<file path="src/verilog/umc_pkg.sv">
// constants, field layouts and types of the serial channel mode, rate and control registers
// assumes a 16-bit register port with word-sized registers at the offsets below
package umc_pkg;

    localparam int UMC_AW = 4;
    localparam int UMC_DW = 16;

    // register offsets
    localparam logic [UMC_AW-1:0] UMC_OFS_MODE = 4'h0;
    localparam logic [UMC_AW-1:0] UMC_OFS_RATE = 4'h4;
    localparam logic [UMC_AW-1:0] UMC_OFS_CTL = 4'h8;

    // frame mode field positions
    localparam int UMC_MODE_PULLUP = 6;
    localparam int UMC_MODE_DRIVE_OD = 5;
    localparam int UMC_MODE_IRDA = 4;
    localparam int UMC_MODE_CHAR8 = 3;
    localparam int UMC_MODE_PAR_EN = 2;
    localparam int UMC_MODE_PAR_ODD = 1;
    localparam int UMC_MODE_STOP = 0;
    localparam int UMC_MODE_W = 7;

    // rate field positions
    localparam int UMC_RATE_INT_LSB = 0;
    localparam int UMC_RATE_INT_W = 8;
    localparam int UMC_RATE_FINE_LSB = 8;
    localparam int UMC_RATE_FINE_W = 4;
    localparam int UMC_RATE_W = 12;

    // control field positions
    localparam int UMC_CTL_ENABLE = 0;
    localparam int UMC_CTL_SRST = 1;

    // reset values
    localparam logic [UMC_MODE_W-1:0] UMC_MODE_RST = 7'h00;
    localparam logic [UMC_RATE_W-1:0] UMC_RATE_RST = 12'h000;
    localparam logic [UMC_DW-1:0] UMC_RDATA_RST = 16'h0000;
    localparam logic UMC_TX_IDLE = 1'b1;

    // soft reset processing time
    localparam int UMC_SRST_TIME_NS = 16;
    localparam int UMC_CLK_PERIOD_NS = 4;
    localparam int UMC_SRST_CYCLES = (UMC_SRST_TIME_NS + UMC_CLK_PERIOD_NS - 1) / UMC_CLK_PERIOD_NS;

    typedef struct packed {
        logic rx_pullup_enable;
        logic tx_drive_mode;
        logic infrared_mode_enable;
        logic character_length_select;
        logic parity_enable;
        logic parity_sense_select;
        logic stop_length_select;
    } umc_frame_cfg_t;

    typedef struct packed {
        logic [UMC_RATE_FINE_W-1:0] rate_fine_adjust;
        logic [UMC_RATE_INT_W-1:0] rate_integer_setting;
    } umc_rate_t;

    typedef enum logic [1:0] {
        UMC_SR_IDLE = 2'h0,
        UMC_SR_RUN = 2'h1,
        UMC_SR_DONE = 2'h3
    } umc_sr_state_t;

endpackage : umc_pkg

</file>
<file path="src/verilog/umc_soft_reset.sv">
// soft reset sequencer: holds busy for a fixed number of cycles after a start
// assumes start comes from the register write decode of the same clock
`timescale 1ns/1ps
module umc_soft_reset
    import umc_pkg::*;
#(
    parameter int LEN = UMC_SRST_CYCLES
) (
    input wire logic clock_i,
    input wire logic reset_i,
    input wire logic start_i,
    output logic busy_o
);

    localparam int CW = $clog2(LEN + 1);
    localparam logic [CW-1:0] CNT_LAST = CW'(LEN - 1);
    localparam logic [CW-1:0] CNT_ZERO = '0;

    umc_sr_state_t state_r;
    umc_sr_state_t state_nxt;
    logic [CW-1:0] cnt_r;
    logic [CW-1:0] cnt_nxt;
    logic busy_r;
    logic busy_nxt;

    always_comb begin
        state_nxt = state_r;
        cnt_nxt = cnt_r;
        unique case (state_r)
            UMC_SR_IDLE: begin
                if (start_i) begin
                    state_nxt = UMC_SR_RUN;
                    cnt_nxt = CNT_ZERO;
                end
            end
            UMC_SR_RUN: begin
                if (cnt_r == CNT_LAST) begin
                    state_nxt = UMC_SR_DONE;
                end else begin
                    cnt_nxt = cnt_r + CW'(1);
                end
            end
            UMC_SR_DONE: begin
                // a new start in the finishing cycle wins over the self-clear
                state_nxt = start_i ? UMC_SR_RUN : UMC_SR_IDLE;
                cnt_nxt = CNT_ZERO;
            end
            default: begin
                state_nxt = UMC_SR_IDLE;
                cnt_nxt = CNT_ZERO;
            end
        endcase
        busy_nxt = (state_nxt == UMC_SR_RUN);
    end

    always_ff @(posedge clock_i or posedge reset_i) begin
        if (reset_i) begin
            state_r <= UMC_SR_IDLE;
            cnt_r <= '0;
            busy_r <= 1'b0;
        end else begin
            state_r <= state_nxt;
            cnt_r <= cnt_nxt;
            busy_r <= busy_nxt;
        end
    end

    assign busy_o = busy_r;
endmodule : umc_soft_reset

</file>
<file path="src/verilog/umc_regs.sv">
// mode, rate and control registers of one serial channel, with pin control
// assumes a single-cycle strobe register port and a datapath that honours the outputs
//
// The strobed register port and the register addresses were decided locally.
`timescale 1ns/1ps
module umc_regs
    import umc_pkg::*;
#(
    parameter int SRST_LEN = UMC_SRST_CYCLES
) (
    input wire logic clock_i,
    input wire logic reset_i,
    input wire logic [UMC_AW-1:0] addr_i,
    input wire logic [UMC_DW-1:0] wdata_i,
    input wire logic wr_i,
    input wire logic rd_i,
    output logic [UMC_DW-1:0] rdata_o,
    input wire logic tx_data_i,
    output logic serial_tx_pin_o,
    output logic serial_tx_pin_oe_n_o,
    output logic rx_pullup_enable_o,
    output umc_frame_cfg_t frame_cfg_o,
    output umc_rate_t rate_o,
    output logic channel_enable_o,
    output logic channel_clk_en_o,
    output logic channel_run_o,
    output logic txrx_soft_reset_o
);

    // address decode shared by the write and read paths
    function automatic logic hit(input logic [UMC_AW-1:0] a, input logic [UMC_AW-1:0] ofs);
        hit = (a == ofs);
    endfunction : hit

    // register state
    umc_frame_cfg_t mode_r;
    umc_frame_cfg_t mode_nxt;
    umc_rate_t rate_r;
    umc_rate_t rate_nxt;
    logic enable_r;
    logic enable_nxt;
    logic [UMC_DW-1:0] rdata_r;
    logic [UMC_DW-1:0] rdata_nxt;

    // pin and status state
    logic pullup_r;
    logic pullup_nxt;
    logic tx_out_r;
    logic tx_out_nxt;
    logic tx_oe_n_r;
    logic tx_oe_n_nxt;
    logic clk_en_r;
    logic clk_en_nxt;
    logic run_r;
    logic run_nxt;
    logic soft_rst_r;
    logic soft_rst_nxt;

    logic srst_start;
    logic srst_busy;

    // configuration writes; mode and rate take any write, software keeps them
    // quiet while enabled since a mid-frame change would corrupt the frame
    always_comb begin
        mode_nxt = mode_r;
        rate_nxt = rate_r;
        enable_nxt = enable_r;
        if (wr_i && hit(addr_i, UMC_OFS_MODE)) begin
            mode_nxt.rx_pullup_enable = wdata_i[UMC_MODE_PULLUP];
            mode_nxt.tx_drive_mode = wdata_i[UMC_MODE_DRIVE_OD];
            mode_nxt.infrared_mode_enable = wdata_i[UMC_MODE_IRDA];
            mode_nxt.character_length_select = wdata_i[UMC_MODE_CHAR8];
            mode_nxt.parity_enable = wdata_i[UMC_MODE_PAR_EN];
            mode_nxt.parity_sense_select = wdata_i[UMC_MODE_PAR_ODD];
            mode_nxt.stop_length_select = wdata_i[UMC_MODE_STOP];
        end
        if (wr_i && hit(addr_i, UMC_OFS_RATE)) begin
            rate_nxt.rate_fine_adjust = wdata_i[UMC_RATE_FINE_LSB +: UMC_RATE_FINE_W];
            rate_nxt.rate_integer_setting = wdata_i[UMC_RATE_INT_LSB +: UMC_RATE_INT_W];
        end
        if (wr_i && hit(addr_i, UMC_OFS_CTL)) begin
            enable_nxt = wdata_i[UMC_CTL_ENABLE];
        end
    end

    // soft reset leaves the configuration untouched, only the sequencer starts
    assign srst_start = wr_i && hit(addr_i, UMC_OFS_CTL) && wdata_i[UMC_CTL_SRST];

    umc_soft_reset #(
        .LEN(SRST_LEN)
    ) u_soft_reset (
        .clock_i(clock_i),
        .reset_i(reset_i),
        .start_i(srst_start),
        .busy_o(srst_busy)
    );

    // read path: data stand in the cycle after the strobe only
    always_comb begin
        rdata_nxt = UMC_RDATA_RST;
        if (rd_i) begin
            if (hit(addr_i, UMC_OFS_MODE)) begin
                rdata_nxt[UMC_MODE_W-1:0] = mode_r;
            end else if (hit(addr_i, UMC_OFS_RATE)) begin
                rdata_nxt[UMC_RATE_W-1:0] = rate_r;
            end else if (hit(addr_i, UMC_OFS_CTL)) begin
                rdata_nxt[UMC_CTL_ENABLE] = enable_r;
                rdata_nxt[UMC_CTL_SRST] = srst_busy;
            end
        end
    end

    // pins and channel control
    always_comb begin
        pullup_nxt = mode_r.rx_pullup_enable;
        clk_en_nxt = enable_r;
        // soft reset holds the channel idle so the datapath restarts cleanly
        run_nxt = enable_r && !srst_busy;
        soft_rst_nxt = srst_busy;
        // idle mark while not running so the line never shows a false start bit
        tx_out_nxt = run_nxt ? tx_data_i : UMC_TX_IDLE;
        if (mode_r.tx_drive_mode) begin
            tx_oe_n_nxt = tx_out_nxt;
            tx_out_nxt = 1'b0;
        end else begin
            tx_oe_n_nxt = 1'b0;
        end
    end

    always_ff @(posedge clock_i or posedge reset_i) begin
        if (reset_i) begin
            mode_r <= UMC_MODE_RST;
            rate_r <= UMC_RATE_RST;
            enable_r <= 1'b0;
            rdata_r <= UMC_RDATA_RST;
            pullup_r <= 1'b0;
            tx_out_r <= UMC_TX_IDLE;
            tx_oe_n_r <= 1'b0;
            clk_en_r <= 1'b0;
            run_r <= 1'b0;
            soft_rst_r <= 1'b0;
        end else begin
            mode_r <= mode_nxt;
            rate_r <= rate_nxt;
            enable_r <= enable_nxt;
            rdata_r <= rdata_nxt;
            pullup_r <= pullup_nxt;
            tx_out_r <= tx_out_nxt;
            tx_oe_n_r <= tx_oe_n_nxt;
            clk_en_r <= clk_en_nxt;
            run_r <= run_nxt;
            soft_rst_r <= soft_rst_nxt;
        end
    end

    assign rdata_o = rdata_r;
    assign frame_cfg_o = mode_r;
    assign rate_o = rate_r;
    assign channel_enable_o = enable_r;
    assign rx_pullup_enable_o = pullup_r;
    assign serial_tx_pin_o = tx_out_r;
    assign serial_tx_pin_oe_n_o = tx_oe_n_r;
    assign channel_clk_en_o = clk_en_r;
    assign channel_run_o = run_r;
    assign txrx_soft_reset_o = soft_rst_r;
endmodule : umc_regs

</file>
<file path="config.mk">
export PLATFORM = sky130hd
export DESIGN_NAME = umc_regs
export DESIGN_NICKNAME = d
export VERILOG_FILES = /design/src/verilog/umc_pkg.sv /design/src/verilog/umc_soft_reset.sv /design/src/verilog/umc_regs.sv
export SDC_FILE = /design/constraint.sdc
export NUM_CORES = 1
export LEC_CHECK = 0
export BUFFER_PORTS_ARGS = -buffer_cell sky130_fd_sc_hd__buf_2
export CAP_MARGIN = 5
export CORE_ASPECT_RATIO = 1.4
export CORE_MARGIN = 2
export CORE_UTILIZATION = 43
export DETAILED_ROUTE_END_ITERATION = 8
export HOLD_SLACK_MARGIN = 0.12
export PLACE_DENSITY = 0.7
export SLEW_MARGIN = 20
export SYNTH_ARGS = -nofsm -noshare
export SYNTH_HDL_FRONTEND = slang
export SYNTH_SLANG_ARGS = --single-unit
</file>
<file path="constraint.sdc">
create_clock -name clock_i -period 2 [get_ports clock_i]
set_input_delay 0.3 -clock clock_i [delete_from_list [all_inputs] [get_ports clock_i]]
set_output_delay 0.3 -clock clock_i [all_outputs]
set_load 0.01 [all_outputs]
</file>
==> impl_metrics.ini <==
[clock_network]
numCtsBuffers = 5
cts-htree-levels = 2
clockRootBuffer = clkbuf_8
cts_setup_buffers = 0
ctsResizeCount = 0
clock_path_buffers = 2
cts_tree = done
clock_latency_ns = 0.29
hold_buffers = 0
clk_pin_slew_worst_paths_ns = 0.08
cts_sinks = 44

[placed_design]
hpwlAfterDp_mm = 2.80
gp_congestion = 0.730
place.port_buffers = 58

[yosys]
synth_cells = 126
ys_seq_elements = 44
yosys-top-cells-area = dfrtp_1 (60%), mux2_2 (8.8%), mux2_4 (5.9%)
yosysTopAreaCell = dfrtp_1
syn-cell-area_sq_mm = 0.00179
synth_area_per_cell_sq_um = 14.2
synth_cell_type_count = 34
yosysSeqAreaShare = 0.616
yosys.area.top_type_share = 0.601
yosys_warnings = 0

[sta]
setup_violations = 0
fmax_ghz = 0.655
finalHoldViolations = 0
min_period_ns = 1.53
slew_headroom = 0.640
maxSlewViolCount = 0
finClkSkew_ns = 0.0109
tns_ns = 0
fin_crit_sh = 0.764
worst_pin_slew_ns = 0.540
rsz0062_at_grt = false

[pwr]
p_clk_frac = 0.302
ir_worst_vdd_mv = 0.792
p_comb_frac = 0.236
p_leak_nw = 1.18
p_int_mw = 1.90
pwr-share-seq = 0.462
swShare = 0.275
p_sw_mw = 0.721
power.density_mw_per_mm2 = 1160

[critical_path]
r2r_end = u_soft_reset.cnt_r[2]
path_buf_inv = 1
cp_data_arrival_time_ns = 1.71
setup.worst_path.class = in -> reg
r2r-start = u_soft_reset.cnt_r[0]
crit_fanout = 7
rrSetupSlack_ns = 0.48
worstPathRequired_ns = 2.18
crit_path_start_kind = primary input
cp_cell_sequence = buf_2 -> or3b_4 -> or3_1 -> mux2_4
ff2ff_path_depth = 4
critPathMaxStageDelay_ns = 0.52
crit_slowest_cell = or3_1
worst_setup_path_end_kind = flip-flop
cp_top_family = simple AND/OR/NAND/NOR gates

[floorplan]
die_h_um = 80.4
ios = 67
coreArea_sq_mm = 0.00395
start_util = 0.453
die_x_um = 58.5
dieArea_sq_mm = 0.00470
row_count = 27

[detailed_routing]
wire_per_inst_um = 16.2
via_per_inst = 5.22
wl_mm = 3.78
drc = 0
drt_pass1_iterations = 4
drt_iter0_markers = 20
vias = 1221
detail-route-antenna-nets = 0

[cells_and_area]
nFillCells = 351
finalNetCount = 217
area_growth_pct = 25.9
final_cell_mix = buf_2 (58), dfrtp_1 (43), mux2_2 (14)
antenna_cells = 0
utilization = 0.570
drive_above_1_share = 0.503
final_common_cell = buf_2

[run]
max_cap_violations = 0

[grt]
grt-ovfl-total = 0
gr-usage-all-layers = 0.182
grt_pass1_vias = 1278
grt_pass1_wl_mm = 6.24
antenna_found_initial = 0
grt_max_degree = 45

[min_path]
hp-class = in -> async

[status]
status = finished clean
## stage by stage
stage	setup slack (ns)	power (mW)	hold slack, ns	cell area (sq um)	instances
2_1_floorplan	0.442	1.60	0.375	1800	129
3_3_place_gp	0.173	1.80	0.404	2120	226
3_5_place_dp	0.161	1.85	0.419	2120	226
4_1_cts	0.483	2.65	0.140	2250	234
5_1_grt	0.399	2.77	0.180	2250	234
6_report	0.473	2.62	0.119	2250	234
## power by group through the flow
stage                     sequential, mW  clock (mW)  combinational [mW]
after floorplan                     1.27           0               0.333
after global placement              1.21           0               0.590
after detailed placement            1.23           0               0.626
after CTS                           1.21       0.805               0.630
after global routing                1.24       0.845               0.679
final                               1.21       0.793               0.619
## worst max-delay path by stage
stage	startpoint	to	slack, ns	cells past startpoint
final	addr_i[1]	frame_cfg_o[5]	0.47	4
after CTS	addr_i[1]	frame_cfg_o[5]	0.48	4
after global routing	u_soft_reset.cnt_r[0]	u_soft_reset.cnt_r[2]	0.40	4
after detailed placement	addr_i[1]	frame_cfg_o[3]	0.16	4
after global placement	addr_i[1]	frame_cfg_o[5]	0.17	4
after floorplan	addr_i[1]	frame_cfg_o[0]	0.44	4
## sequential cells by signal, summed over array words and instances (netlist names)
name                  count
serial_tx_pin_oe_n_o      1
u_soft_reset.cnt_r        3
rdata_o                  12
channel_clk_en_o          1
rx_pullup_enable_o        1
rate_o                   12
u_soft_reset.state_r      2
channel_run_o             1
pullup_nxt                1
txrx_soft_reset_o         1
u_soft_reset.busy_o       1
serial_tx_pin_o           1
frame_cfg_o               6
channel_enable_o          1
## metal layers
metal,track usage,share of wire,routed length [um]
met5,0,0,0
met4,0.0860,0.031,119
met3,0.0531,0.059,225
met2,0.318,0.55,2070
met1,0.197,0.36,1370
## cells by family after synthesis
group | after synthesis | share of synthesized area
compound gates | 15 | 0.0692
simple gates | 28 | 0.0957
fa+ha+maj | 2 | 0.0140
mux | 23 | 0.158
buf+inv | 12 | 0.0405
flops | 44 | 0.616
xor+xnor | 1 | 0.00489
other cells | 1 | 0.00209
## cell usage after synthesis
cell type,instances
o31a_2,1
a2bb2oi_1,2
a31oi_1,1
buf_2,1
nor2_1,6
nand2_1,1
conb_1,1
mux2i_1,2
o211ai_1,1
a41oi_1,1
nand3_1,2
a22o_1,5
a21oi_1,1
ha_1,2
buf_4,5
a32o_1,2
or3b_2,1
dfstp_2,1
or3_1,2
nor2b_1,4
nor3b_2,1
nand3b_1,2
and2_1,6
nor3_1,1
xnor2_1,1
or3b_4,1
mux2_2,14
clkbuf_1,2
o21ai_0,1
inv_1,3
dfrtp_1,43
nor3b_1,1
buf_6,1
mux2_4,7
## tightest hold or removal path, stage by stage
cell and delay, ns:
buf_2 0.10, clkinv_1 0.03, buf_4 0.44
## final cells by class
cell class / instances / area, sq um / share of cell area
Clock buffer: 6 / 72.6 / 0.0322
Sequential cell: 44 / 1100 / 0.489
Multi-Input combinational cell: 73 / 627 / 0.278
Tap cell: 43 / 53.8 / 0.0239
Clock inverter: 2 / 60.1 / 0.0266
Inverter: 3 / 11.3 / 0.00499
Timing Repair Buffer: 63 / 328 / 0.145
Power figures use the tool's default switching activity.
